File: config.mk
export PLATFORM = sky130hd
export DESIGN_NAME = prs_pin_route_select
export DESIGN_NICKNAME = d
export VERILOG_FILES = /design/src/include/prs_pkg.sv /design/src/include/prs_route_if.sv /design/src/rtl/prs_route2.sv /design/src/rtl/prs_pin_route_select.sv
export SDC_FILE = /design/constraint.sdc
export NUM_CORES = 1
export LEC_CHECK = 0
export BUFFER_PORTS_ARGS = -buffer_cell sky130_fd_sc_hd__buf_2
export CAP_MARGIN = 40
export CORE_ASPECT_RATIO = 1.2
export CORE_UTILIZATION = 40
export CTS_CLUSTER_SIZE = 10
export DETAILED_ROUTE_END_ITERATION = 6
export GPL_ROUTABILITY_DRIVEN = 0
export PLACE_DENSITY_LB_ADDON = 0.1
export SLEW_MARGIN = 10
export SYNTH_ARGS = -nofsm -noshare
export SYNTH_HDL_FRONTEND = slang
export SYNTH_HIERARCHICAL = 1
export SYNTH_SLANG_ARGS = --single-unit
File: constraint.sdc
create_clock -name aclk -period 2 [get_ports aclk]
set_clock_uncertainty 0.2 [all_clocks]
set_input_delay 0.1 -clock aclk [delete_from_list [all_inputs] [get_ports aclk]]
set_output_delay 0.1 -clock aclk [all_outputs]
set_load 0.02 [all_outputs]
File: src/include/prs_pkg.sv
// Constants, register map and field layout of the pin route selector
//
// Operation
// Event output A: PA2 default, PA7 alternate
// Event output B: PB2 only, set reserved
// Event output C: PC2 default, PC7 alternate
// Event output D: PD2 default, PD7 alternate
// Event output E: PE2 only, set reserved
// Event output F: PF2 only, set reserved
// Logic table 0: PA3 default, PA6 alternate
// Logic table 1: PC3 default, PC6 alternate
// Logic table 2: PD3 default, PD6 alternate
// Logic table 3: PF3 default, PF6 alternate
// Serial port 3 pin set, bits 7:6
// Serial ports 0-2 pin sets, bits 1:0/3:2/5:4
// Reset zero; unused bits read zero
package prs_pkg;

  // Printed offsets are not multiples of four: indices, byte address is four times
  localparam logic [1:0] PRS_IDX_EVENT_OUTPUT_ROUTE        = 2'h0;
  localparam logic [1:0] PRS_IDX_LOGIC_TABLE_OUTPUT_ROUTE  = 2'h1;
  localparam logic [1:0] PRS_IDX_SERIAL_PORT_PIN_ROUTE     = 2'h2;
  localparam int         PRS_ADDR_W                        = 4;
  localparam logic [3:0] PRS_ADDR_EVENT                    = 4'h0;
  localparam logic [3:0] PRS_ADDR_LOGIC                    = 4'h4;
  localparam logic [3:0] PRS_ADDR_SERIAL                   = 4'h8;

  // Writable bits per register
  localparam logic [7:0] PRS_EVENT_MASK  = 8'h3F;
  localparam logic [7:0] PRS_LOGIC_MASK  = 8'h0F;
  localparam logic [7:0] PRS_SERIAL_MASK = 8'hFF;
  localparam logic [7:0] PRS_REG_RESET   = 8'h00;

  // Event output field positions
  localparam int PRS_EV_A = 0;
  localparam int PRS_EV_B = 1;
  localparam int PRS_EV_C = 2;
  localparam int PRS_EV_D = 3;
  localparam int PRS_EV_E = 4;
  localparam int PRS_EV_F = 5;
  // Serial pin-set field lsbs
  localparam int PRS_SER0_LSB = 0;
  localparam int PRS_SER1_LSB = 2;
  localparam int PRS_SER2_LSB = 4;
  localparam int PRS_SER3_LSB = 6;

  localparam logic [1:0] PRS_RESP_OKAY   = 2'h0;
  localparam logic [1:0] PRS_RESP_SLVERR = 2'h2;

endpackage

File: src/include/prs_route_if.sv
// Carrier for one two-position routed output
`timescale 1ns/100ps
interface prs_route_if;
  logic sel;
  logic sig;
  logic pin_dflt;
  logic pin_alt;
  modport ctrl (output sel, output sig, input pin_dflt, input pin_alt);
  modport mux  (input sel, input sig, output pin_dflt, output pin_alt);
endinterface

File: src/rtl/prs_route2.sv
// Two-position output steering cell
`timescale 1ns/100ps
module prs_route2 (
  input  wire logic aclk,
  input  wire logic aresetn,
  prs_route_if.mux  rt
);
  // Unselected position stays low so only one pin carries the signal
  always_ff @(posedge aclk) begin
    if (!aresetn) begin
      rt.pin_dflt <= 1'b0;
      rt.pin_alt  <= 1'b0;
    end else begin
      rt.pin_dflt <= rt.sig & ~rt.sel;
      rt.pin_alt  <= rt.sig & rt.sel;
    end
  end
endmodule

File: src/rtl/prs_pin_route_select.sv
// Pin route selector: AXI4-Lite registers and output steering
`timescale 1ns/100ps
module prs_pin_route_select
  import prs_pkg::*;
(
  input  wire logic        aclk,
  input  wire logic        aresetn,
  input  wire logic [3:0]  s_axi_awaddr,
  input  wire logic [2:0]  s_axi_awprot,
  input  wire logic        s_axi_awvalid,
  output logic             s_axi_awready,
  input  wire logic [31:0] s_axi_wdata,
  input  wire logic [3:0]  s_axi_wstrb,
  input  wire logic        s_axi_wvalid,
  output logic             s_axi_wready,
  output logic [1:0]       s_axi_bresp,
  output logic             s_axi_bvalid,
  input  wire logic        s_axi_bready,
  input  wire logic [3:0]  s_axi_araddr,
  input  wire logic [2:0]  s_axi_arprot,
  input  wire logic        s_axi_arvalid,
  output logic             s_axi_arready,
  output logic [31:0]      s_axi_rdata,
  output logic [1:0]       s_axi_rresp,
  output logic             s_axi_rvalid,
  input  wire logic        s_axi_rready,
  input  wire logic [5:0]  event_out,
  input  wire logic [3:0]  logic_table_out,
  output logic             pa2_event_a,
  output logic             pa7_event_a,
  output logic             pb2_event_b,
  output logic             pc2_event_c,
  output logic             pc7_event_c,
  output logic             pd2_event_d,
  output logic             pd7_event_d,
  output logic             pe2_event_e,
  output logic             pf2_event_f,
  output logic [3:0]       logic_table_dflt_pin,
  output logic [3:0]       logic_table_alt_pin,
  output logic [1:0]       serial0_pin_set,
  output logic [1:0]       serial1_pin_set,
  output logic [1:0]       serial2_pin_set,
  output logic [1:0]       serial3_pin_set
);

  ////////////////////////////////////////////////////////////////////////////
  // Registers

  logic [7:0] event_output_route_q;
  logic [7:0] logic_table_output_route_q;
  logic [7:0] serial_port_pin_route_q;

  logic        aw_held_q;
  logic        w_held_q;
  logic [3:0]  aw_addr_q;
  logic [7:0]  w_byte_q;
  logic        w_lane0_q;
  logic        do_write;

  assign do_write = aw_held_q && w_held_q && !s_axi_bvalid;

  // Address and data taken in either order, held until the response
  always_ff @(posedge aclk) begin
    if (!aresetn) begin
      aw_held_q     <= 1'b0;
      s_axi_awready <= 1'b0;
      aw_addr_q     <= 4'h0;
    end else begin
      s_axi_awready <= 1'b0;
      if (s_axi_awvalid && !s_axi_awready && !aw_held_q) begin
        s_axi_awready <= 1'b1;
        aw_held_q     <= 1'b1;
        aw_addr_q     <= s_axi_awaddr;
      end else if (do_write) begin
        aw_held_q <= 1'b0;
      end
    end
  end

  always_ff @(posedge aclk) begin
    if (!aresetn) begin
      w_held_q     <= 1'b0;
      s_axi_wready <= 1'b0;
      w_byte_q     <= 8'h00;
      w_lane0_q    <= 1'b0;
    end else begin
      s_axi_wready <= 1'b0;
      if (s_axi_wvalid && !s_axi_wready && !w_held_q) begin
        s_axi_wready <= 1'b1;
        w_held_q     <= 1'b1;
        w_byte_q     <= s_axi_wdata[7:0];
        w_lane0_q    <= s_axi_wstrb[0];
      end else if (do_write) begin
        w_held_q <= 1'b0;
      end
    end
  end

  logic aw_mapped;
  assign aw_mapped = (aw_addr_q == PRS_ADDR_EVENT) || (aw_addr_q == PRS_ADDR_LOGIC)
                  || (aw_addr_q == PRS_ADDR_SERIAL);

  always_ff @(posedge aclk) begin
    if (!aresetn) begin
      s_axi_bvalid <= 1'b0;
      s_axi_bresp  <= PRS_RESP_OKAY;
    end else if (do_write) begin
      s_axi_bvalid <= 1'b1;
      s_axi_bresp  <= aw_mapped ? PRS_RESP_OKAY : PRS_RESP_SLVERR;
    end else if (s_axi_bready) begin
      s_axi_bvalid <= 1'b0;
    end
  end

  // Reserved alternate codes of B, E, F are masked off: they cannot be stored
  always_ff @(posedge aclk) begin
    if (!aresetn) begin
      event_output_route_q <= PRS_REG_RESET;
    end else if (do_write && w_lane0_q && aw_addr_q == PRS_ADDR_EVENT) begin
      event_output_route_q <= w_byte_q & PRS_EVENT_MASK
                            & ~(8'h01 << PRS_EV_B) & ~(8'h01 << PRS_EV_E)
                            & ~(8'h01 << PRS_EV_F);
    end
  end

  always_ff @(posedge aclk) begin
    if (!aresetn) begin
      logic_table_output_route_q <= PRS_REG_RESET;
    end else if (do_write && w_lane0_q && aw_addr_q == PRS_ADDR_LOGIC) begin
      logic_table_output_route_q <= w_byte_q & PRS_LOGIC_MASK;
    end
  end

  always_ff @(posedge aclk) begin
    if (!aresetn) begin
      serial_port_pin_route_q <= PRS_REG_RESET;
    end else if (do_write && w_lane0_q && aw_addr_q == PRS_ADDR_SERIAL) begin
      serial_port_pin_route_q <= w_byte_q & PRS_SERIAL_MASK;
    end
  end

  // Write path checks, judged on the edge after the beat lands
  chk_aw_pulse: assert property (@(posedge aclk) disable iff (!aresetn)
    s_axi_awready |=> !s_axi_awready)
    else $error("address ready held high");

  chk_w_pulse: assert property (@(posedge aclk) disable iff (!aresetn)
    s_axi_wready |=> !s_axi_wready)
    else $error("data ready held high");

  chk_write_okay: assert property (@(posedge aclk) disable iff (!aresetn)
    do_write && aw_mapped |=> s_axi_bvalid && s_axi_bresp == PRS_RESP_OKAY)
    else $error("mapped write not answered okay");

  chk_unmapped_write: assert property (@(posedge aclk) disable iff (!aresetn)
    do_write && !aw_mapped |=> s_axi_bresp == PRS_RESP_SLVERR && $stable(event_output_route_q)
      && $stable(logic_table_output_route_q) && $stable(serial_port_pin_route_q))
    else $error("unmapped write not refused");

  chk_lane0_ignored: assert property (@(posedge aclk) disable iff (!aresetn)
    do_write && !w_lane0_q |=> $stable(event_output_route_q)
      && $stable(logic_table_output_route_q) && $stable(serial_port_pin_route_q))
    else $error("write without lane 0 changed a route");

  chk_event_write: assert property (@(posedge aclk) disable iff (!aresetn)
    do_write && w_lane0_q && aw_addr_q == PRS_ADDR_EVENT
      |=> event_output_route_q == ($past(w_byte_q) & 8'h0D))
    else $error("event route write wrong");

  chk_logic_write: assert property (@(posedge aclk) disable iff (!aresetn)
    do_write && w_lane0_q && aw_addr_q == PRS_ADDR_LOGIC
      |=> logic_table_output_route_q == {4'h0, $past(w_byte_q[3:0])})
    else $error("logic table route write wrong");

  chk_serial_write: assert property (@(posedge aclk) disable iff (!aresetn)
    do_write && w_lane0_q && aw_addr_q == PRS_ADDR_SERIAL
      |=> serial_port_pin_route_q == $past(w_byte_q))
    else $error("serial route write wrong");

  chk_reset_clears: assert property (@(posedge aclk)
    !aresetn |=> event_output_route_q == PRS_REG_RESET && logic_table_output_route_q == PRS_REG_RESET
      && serial_port_pin_route_q == PRS_REG_RESET && !s_axi_bvalid && !s_axi_awready && !s_axi_wready)
    else $error("reset left routing state set");

  ////////////////////////////////////////////////////////////////////////////
  // Read channel, data valid in the same cycle as the address ready

  always_ff @(posedge aclk) begin
    if (!aresetn) begin
      s_axi_arready <= 1'b0;
      s_axi_rvalid  <= 1'b0;
      s_axi_rdata   <= 32'h0000_0000;
      s_axi_rresp   <= PRS_RESP_OKAY;
    end else begin
      s_axi_arready <= 1'b0;
      if (s_axi_arvalid && !s_axi_arready && !s_axi_rvalid) begin
        s_axi_arready <= 1'b1;
        s_axi_rvalid  <= 1'b1;
        s_axi_rresp   <= PRS_RESP_OKAY;
        unique case (s_axi_araddr)
          PRS_ADDR_EVENT:  s_axi_rdata <= {24'h000000, event_output_route_q};
          PRS_ADDR_LOGIC:  s_axi_rdata <= {24'h000000, logic_table_output_route_q};
          PRS_ADDR_SERIAL: s_axi_rdata <= {24'h000000, serial_port_pin_route_q};
          default: begin
            s_axi_rdata <= 32'h0000_0000;
            s_axi_rresp <= PRS_RESP_SLVERR;
          end
        endcase
      end else if (s_axi_rvalid && s_axi_rready) begin
        s_axi_rvalid <= 1'b0;
      end
    end
  end

  chk_ar_pulse: assert property (@(posedge aclk) disable iff (!aresetn)
    s_axi_arready |-> s_axi_rvalid ##1 !s_axi_arready)
    else $error("read address ready without data");

  chk_read_upper: assert property (@(posedge aclk) disable iff (!aresetn)
    s_axi_rvalid |-> s_axi_rdata[31:8] == 24'h000000)
    else $error("upper read bits not zero");

  chk_read_refused: assert property (@(posedge aclk) disable iff (!aresetn)
    s_axi_rvalid && s_axi_rresp == PRS_RESP_SLVERR |-> s_axi_rdata == 32'h0000_0000)
    else $error("refused read returned data");

  ////////////////////////////////////////////////////////////////////////////
  // Steering of event outputs and logic table outputs

  prs_route_if ev_rt [3] ();
  prs_route_if lt_rt [4] ();
  localparam int EV_POS [3] = '{PRS_EV_A, PRS_EV_C, PRS_EV_D};

  genvar gi;
  generate
    for (gi = 0; gi < 3; gi++) begin : g_ev
      assign ev_rt[gi].sel = event_output_route_q[EV_POS[gi]];
      assign ev_rt[gi].sig = event_out[EV_POS[gi]];
      prs_route2 u_ev (.aclk(aclk), .aresetn(aresetn), .rt(ev_rt[gi]));
    end
    for (gi = 0; gi < 4; gi++) begin : g_lt
      assign lt_rt[gi].sel = logic_table_output_route_q[gi];
      assign lt_rt[gi].sig = logic_table_out[gi];
      prs_route2 u_lt (.aclk(aclk), .aresetn(aresetn), .rt(lt_rt[gi]));
      assign logic_table_dflt_pin[gi] = lt_rt[gi].pin_dflt;
      assign logic_table_alt_pin[gi]  = lt_rt[gi].pin_alt;
    end
  endgenerate

  assign pa2_event_a = ev_rt[0].pin_dflt;
  assign pa7_event_a = ev_rt[0].pin_alt;
  assign pc2_event_c = ev_rt[1].pin_dflt;
  assign pc7_event_c = ev_rt[1].pin_alt;
  assign pd2_event_d = ev_rt[2].pin_dflt;
  assign pd7_event_d = ev_rt[2].pin_alt;

  // B, E, F have only their default pins
  always_ff @(posedge aclk) begin
    if (!aresetn) begin
      pb2_event_b <= 1'b0;
      pe2_event_e <= 1'b0;
      pf2_event_f <= 1'b0;
    end else begin
      pb2_event_b <= event_out[PRS_EV_B];
      pe2_event_e <= event_out[PRS_EV_E];
      pf2_event_f <= event_out[PRS_EV_F];
    end
  end

  always_ff @(posedge aclk) begin
    if (!aresetn) begin
      serial0_pin_set <= 2'h0;
      serial1_pin_set <= 2'h0;
      serial2_pin_set <= 2'h0;
      serial3_pin_set <= 2'h0;
    end else begin
      serial0_pin_set <= serial_port_pin_route_q[PRS_SER0_LSB +: 2];
      serial1_pin_set <= serial_port_pin_route_q[PRS_SER1_LSB +: 2];
      serial2_pin_set <= serial_port_pin_route_q[PRS_SER2_LSB +: 2];
      serial3_pin_set <= serial_port_pin_route_q[PRS_SER3_LSB +: 2];
    end
  end

  ////////////////////////////////////////////////////////////////////////////
  // Checks
  // Pin checks start after the release edge; the reset edge clears pins instead

  chk_event_b_reserved: assert property (@(posedge aclk) disable iff (!aresetn)
    !event_output_route_q[PRS_EV_B] && !event_output_route_q[PRS_EV_E]
    && !event_output_route_q[PRS_EV_F])
    else $error("reserved event route bit stored");

  chk_event_a_pins: assert property (@(posedge aclk) disable iff (!aresetn)
    aresetn |=> (pa7_event_a == ($past(event_out[PRS_EV_A]) && $past(event_output_route_q[PRS_EV_A])))
    && (pa2_event_a == ($past(event_out[PRS_EV_A]) && !$past(event_output_route_q[PRS_EV_A]))))
    else $error("event A on wrong pin");

  chk_event_c_pins: assert property (@(posedge aclk) disable iff (!aresetn)
    (aresetn && event_out[PRS_EV_C] && event_output_route_q[PRS_EV_C]) |=> pc7_event_c && !pc2_event_c)
    else $error("event C not on alternate pin");

  chk_event_d_pins: assert property (@(posedge aclk) disable iff (!aresetn)
    (aresetn && event_out[PRS_EV_D] && !event_output_route_q[PRS_EV_D]) |=> pd2_event_d && !pd7_event_d)
    else $error("event D not on default pin");

  chk_event_ef_dflt: assert property (@(posedge aclk) disable iff (!aresetn)
    aresetn |=> pe2_event_e == $past(event_out[PRS_EV_E]) && pf2_event_f == $past(event_out[PRS_EV_F]))
    else $error("event E or F pin mismatch");

  chk_table_alt_pin: assert property (@(posedge aclk) disable iff (!aresetn)
    aresetn |=> logic_table_alt_pin == ($past(logic_table_out) & $past(logic_table_output_route_q[3:0])))
    else $error("logic table alternate pins wrong");

  chk_table_dflt_pin: assert property (@(posedge aclk) disable iff (!aresetn)
    aresetn |=> logic_table_dflt_pin == ($past(logic_table_out) & ~$past(logic_table_output_route_q[3:0])))
    else $error("logic table default pins wrong");

  chk_serial3_field: assert property (@(posedge aclk) disable iff (!aresetn)
    aresetn |=> serial3_pin_set == $past(serial_port_pin_route_q[7:6]) && serial0_pin_set
      == $past(serial_port_pin_route_q[1:0]))
    else $error("serial pin set field mismatch");

  chk_unused_zero: assert property (@(posedge aclk) disable iff (!aresetn)
    event_output_route_q[7:6] == 2'h0 && logic_table_output_route_q[7:4] == 4'h0)
    else $error("unused route bits not zero");

  chk_event_b_pin: assert property (@(posedge aclk) disable iff (!aresetn)
    aresetn |=> pb2_event_b == $past(event_out[PRS_EV_B]))
    else $error("event B not on its default pin");

  chk_event_c_dflt: assert property (@(posedge aclk) disable iff (!aresetn)
    aresetn && event_out[PRS_EV_C] && !event_output_route_q[PRS_EV_C] |=> pc2_event_c && !pc7_event_c)
    else $error("event C not on default pin");

  chk_event_d_alt: assert property (@(posedge aclk) disable iff (!aresetn)
    aresetn && event_out[PRS_EV_D] && event_output_route_q[PRS_EV_D] |=> pd7_event_d && !pd2_event_d)
    else $error("event D not on alternate pin");

  chk_serial12_fields: assert property (@(posedge aclk) disable iff (!aresetn)
    aresetn |=> serial1_pin_set == $past(serial_port_pin_route_q[3:2])
      && serial2_pin_set == $past(serial_port_pin_route_q[5:4]))
    else $error("serial 1 or 2 pin set mismatch");

  chk_single_pin: assert property (@(posedge aclk) disable iff (!aresetn)
    !(pa2_event_a && pa7_event_a) && !(pc2_event_c && pc7_event_c) && !(pd2_event_d && pd7_event_d)
      && (logic_table_dflt_pin & logic_table_alt_pin) == 4'h0)
    else $error("routed signal on both pins");

  chk_pins_reset: assert property (@(posedge aclk)
    !aresetn |=> !pa2_event_a && !pa7_event_a && !pb2_event_b && !pe2_event_e && !pf2_event_f
      && logic_table_dflt_pin == 4'h0 && logic_table_alt_pin == 4'h0 && serial3_pin_set == 2'h0)
    else $error("pins not cleared by reset");

endmodule

# Yosys cells after proc, flatten, opt, wreduce, memory -nomap -nowiden
# Index checks and enable logic that the tools add are counted.
[totals]
elab_cells = 104
register_bits = 96
output_inout_bits = 66
[classes]
n_bitwise = 21
n_eq_ne = 4
muxes = 13
n_reduce_logical = 29
[op_table]
columns = ["op", "count"]
rows = [
  ["8-bit one-hot mux with 3 select lines", 1],
  ["1-bit bitwise AND", 14],
  ["1-bit logical AND", 13],
  ["1-bit 2-to-1 mux", 10],
  ["4-bit by 3-bit == test with 1-bit output (second input constant)", 2],
  ["4-bit == test (second input constant)", 2],
  ["4-bit zero test", 2],
  ["2-bit nonzero test", 4],
  ["1-bit zero test", 7],
  ["1-bit NOT", 7],
  ["2-bit 2-to-1 mux", 2],
  ["3-bit OR reduction", 1],
  ["1-bit logical OR", 2],
]

# Depth between registers and ports, before layout
[depth]
depth_word = 4
depth_mapped = 4

# Hierarchy
# Netlist, hierarchy kept.
[by_module_without_submodules]
columns = ["mod", "cells_per_inst", "area_each_um2", "instances", "seq_area_each_um2"]
rows = [
  ["prs_pin_route_select", 247, 2343.5, 1, 1121.1],
  ["prs_route2", 4, 56.3, 7, 40.0],
]

# Least setup slack after synthesis
# Ideal clock, no wire load.
[synth_timing]
kind = "flip-flop to flip-flop"
startpoint = "register s_axi_rvalid"
endpoint = "register s_axi_rdata[3]"
path_slack_ns = 0.541
required_ns = 1.671
stages_incl_launch_ff = 5
setup_time_ns = 0.129
arrival_ns = 1.131
path_cell_list = "dfxtp_1 > or3b_1 > clkbuf_1 > nand3_1 > o21ai_0"
[synth_via]
elab_chain_cells = 2
[synth_rtl]
columns = ["item", "line_no", "rtl"]
rows = [
  ["from (decl)", "prs_pin_route_select.sv:25", "output logic s_axi_rvalid,"],
  ["from (signal assigned)", "prs_pin_route_select.sv:191", "s_axi_rvalid <= 1'b0;"],
  ["from (signal assigned)", "prs_pin_route_select.sv:198", "s_axi_rvalid <= 1'b1;"],
  ["from (signal assigned)", "prs_pin_route_select.sv:210", "s_axi_rvalid <= 1'b0;"],
  ["1-bit zero test", "prs_pin_route_select.sv:196", "if (s_axi_arvalid && !s_axi_arready && !s_axi_rvalid) begin"],
  ["1-bit logical AND", "prs_pin_route_select.sv:196", ""],
  ["to (signal assigned)", "prs_pin_route_select.sv:201", "PRS_ADDR_EVENT: s_axi_rdata <= {24'h000000, event_output_route_q};"],
  ["to (signal assigned)", "prs_pin_route_select.sv:202", "PRS_ADDR_LOGIC: s_axi_rdata <= {24'h000000, logic_table_output_route_q};"],
  ["to (signal assigned)", "prs_pin_route_select.sv:203", "PRS_ADDR_SERIAL: s_axi_rdata <= {24'h000000, serial_port_pin_route_q};"],
  ["to (decl)", "prs_pin_route_select.sv:23", "output logic [31:0] s_axi_rdata,"],
]
# No other way between the ends.
# A chain may end at the register's enable or synchronous reset.

# Worst setup path in the final report
[layout_timing]
startpoint = "register s_axi_rvalid"
endpoint = "register s_axi_rdata[1]"
# Same word-level chain as after synthesis.

==> results.toml <==
[grt]
overflow = 0
grt_pass1_wl_mm = 8.84
grt_max_degree = 40
grt_pass1_vias = 1909
grtUsageTotal_pct = 16.1
antenna_found_initial = 0

[setup_path]
r2r_cells = 4
rrSetupSlack_ns = 0.04
path_cells = "or3b_1 -> a2111o_1 -> dlygate4sd3_1 -> a21oi_1"
critical_path_arrival_ns = 2.02
endpoint_kind = "flip-flop"
cp.buffers_inverters = 1
crit_family = "buffers and inverters"
critPathKind = "flip-flop to flip-flop"
timing.rr.start = "s_axi_rvalid"
r2r-end = "s_axi_rdata[1]"
crit_fanout = 4
startpoint_type = "flip-flop"
slowest_delay_ns = 0.55
crit_slowest_cell = "dlygate4sd3_1"
required_ns = 2.06

[pwr]
power.density_nw_per_um2 = 877
power.internal_mw = 2.44
combPwrFrac_pct = 10.0
swShare_pct = 22.9
power.switching_mw = 0.725
seq_power_share_pct = 46.7
ir_worst_vdd_uv = 491
p_leak_nw = 1.73
pwr-share-clk_pct = 43.4

[sta]
finalCriticalPeriod_ns = 1.96
finalSetupTns_ns = 0
tightest_slew_ns = 0.641
slew_viol_final = 0
fin_crit_sh_pct = 97.8
rsz0062_at_grt = "false"
setup_violations = 0
fmax_mhz = 512
holdWs_ns = 0.0436
hold_violations = 0
slew_headroom_pct = 56.9
setup_ws_ns = 0.0450

[cells_and_area]
finish.utilization_pct = 55.2
syn2layout_area_growth_pct = 31.6
antenna_cells = 0
nets = 442
drive_gt1_share_pct = 28.4

[die]
core_area_um2 = 6530
die_h_um = 92.6
die-area_um2 = 7180
die_width_um = 77.5
ios = 133
row_count = 32
start_util_pct = 41.9

[clock_network]
clk_pin_slew_ns = 0.07
clkSinkCount = 70
cts_buffers = 9
clockRootBuffer = "clkbuf_8"
cts_buffer_depth = 2
clk_latency_ns = 0.34
htreeDepth = 3
cts_tree = "yes"
postCtsSetupBuffers = 0

[synth]
synth.area.top_cells = "dfxtp_1, buf_4, mux2i_1, a21oi_1, nand2_1"
synth.distinct_cells = 36
synth-seq-cells = 70
syn-mean-instance-area_um2 = 9.96
yosys_warnings = 6
synthArstFlopShare_pct = 0
synth_top_cell_area_share_pct = 51.2
yosysTopAreaCell = "dfxtp_1"
syn_area_um2 = 2740
synth-edff-count = 0
synth_cells = 275
synth-main-ff-cell = "dfxtp_1"
ys_seq_area_share_pct = 51.2

[routing]
dr.first_iter.drc_count = 63
drc_errors = 0
via_per_inst = 4.55
post_drt_wl_per_cell_um = 11.8
vias = 2116
ant_nets = 0
drt-pass1-iter-count = 5
routed_wl_mm = 5.51

[hold_path]
hp-start = "s_axi_araddr[3]"
min_path_type = "primary input to flip-flop"
min_path_cells = 4
hold_end = "s_axi_rdata[3]"

[placement]
io_buffers = 73
dpl.hpwl_mm = 3.85
pre_cts_ws_ns = 0.443

[flow_run]
maxCapViolCount = 0

[status]
status = "complete, no violations"
==> cell usage in the layout (no fill, tap or decap), types with 3 or more instances in the layout <==
cell	netlist	final
buf_2	1	73
dfxtp_1	70	69
dlygate4sd3_1	0	29
conb_1	1	26
mux2i_1	21	21
nand2_1	21	21
nor2_1	18	18
a21oi_1	16	16
nand3_1	15	15
inv_1	11	11
o21ai_0	10	10
clkbuf_8	0	10
and3b_1	8	8
and3_2	7	7
and2_1	5	5
a211oi_1	4	4
buf_4	35	4
nor3b_2	2	3
a222oi_1	3	3
bufinv_16	0	3
==> cells by family after synthesis <==
| logic type | Yosys count | synth area share [%] |
|---|---|---|
| AND/OR/NAND/NOR | 95 | 21.4 |
| other | 1 | 0.137 |
| AO/OA/AOI/OAI | 34 | 7.36 |
| buffers and inverters | 54 | 12.2 |
| flip-flops | 70 | 51.2 |
| multiplexers | 21 | 7.68 |
==> worst max-delay path by stage <==
stage / from / endpoint / slack [ns] / depth (start not counted)
floorplan: s_axi_rvalid / s_axi_rdata[3] / 0.54 / 4
global placement: aw_addr_q[1] / logic_table_output_route_q[1] / 0.46 / 3
detailed placement: aw_addr_q[1] / serial_port_pin_route_q[7] / 0.44 / 3
CTS: s_axi_rvalid / s_axi_rdata[1] / 0.04 / 4
global route: s_axi_rvalid / s_axi_rdata[1] / 0.006 / 4
finish: s_axi_rvalid / s_axi_rdata[1] / 0.04 / 4
==> flip-flops by register name, summed over array words and instances, names as in the netlist, 2 cells and up <==
register / cells
g_ev.u_ev/rt.pin_alt: 3
g_lt.u_lt/rt.pin_dflt: 4
serial0_pin_set: 2
g_lt.u_lt/rt.pin_alt: 4
aw_addr_q: 4
logic_table_output_route_q: 4
w_byte_q: 8
g_ev.u_ev/rt.pin_dflt: 3
serial1_pin_set: 2
serial_port_pin_route_q: 8
serial2_pin_set: 2
event_output_route_q: 3
serial3_pin_set: 2
s_axi_rdata: 8
==> synth_stat cells, types with 2 or more instances <==
cell / count
a211oi_1: 4
nor2_1: 18
and3b_1: 8
nand2b_1: 2
nand3_1: 15
clkbuf_1: 6
mux2i_1: 21
a222oi_1: 3
and2_1: 5
nor2b_1: 2
nor3b_2: 2
o21ai_0: 10
dfxtp_1: 70
a21oi_1: 16
inv_1: 11
and3_2: 7
nand2_1: 21
nand3b_1: 2
buf_4: 35
==> tightest hold or removal path: stages <==
cell and delay (ns):
buf_2 0.14, a211oi_1 0.10, nand3_1 0.11, o21ai_0 0.07
==> power groups by stage <==
| stage | Clock [mW] | Combinational, mW | Sequential, mW |
|---|---|---|---|
| global route | 1.48 | 0.344 | 1.48 |
| floorplan | 0 | 0.211 | 1.52 |
| finish | 1.37 | 0.315 | 1.47 |
| CTS | 1.41 | 0.318 | 1.47 |
| detailed placement | 0 | 0.275 | 1.51 |
| global placement | 0 | 0.273 | 1.51 |
==> area by class of cell <==
cell class | count | area, µm²
Clock buffer | 10 | 138
Inverter | 11 | 41.3
Multi-Input combinational cell | 176 | 1100
Timing Repair Buffer | 107 | 706
Sequential cell | 70 | 1400
Tap cell | 85 | 106
Fill cell | 628 | 2920
Clock inverter | 6 | 109
==> what timing repair did <==
action | 4_1_cts | 5_1_grt
hold endpoints to repair | 37 | 0
setup endpoints to repair | 0 | 1
resized for setup | 0 | 1
hold buffers | 29 | 0
==> per-stage QoR <==
step / cells / cell area [µm²] / total power [mW]
after floorplan: 300 / 2830 / 1.73
after global placement: 420 / 3060 / 1.78
after detailed placement: 420 / 3060 / 1.78
after CTS: 465 / 3600 / 3.20
after global routing: 465 / 3600 / 3.30
final: 465 / 3600 / 3.16
==> metal layers <==
layer	global-route usage, %	vias up	routed length, µm
met5	0	-	0
met1	18.4	960	2420
met4	9.43	0	57
met2	27.3	64	2800
li1	-	1086	-
met3	3.84	6	238
Note: power is estimated with default switching activity, not from simulation.
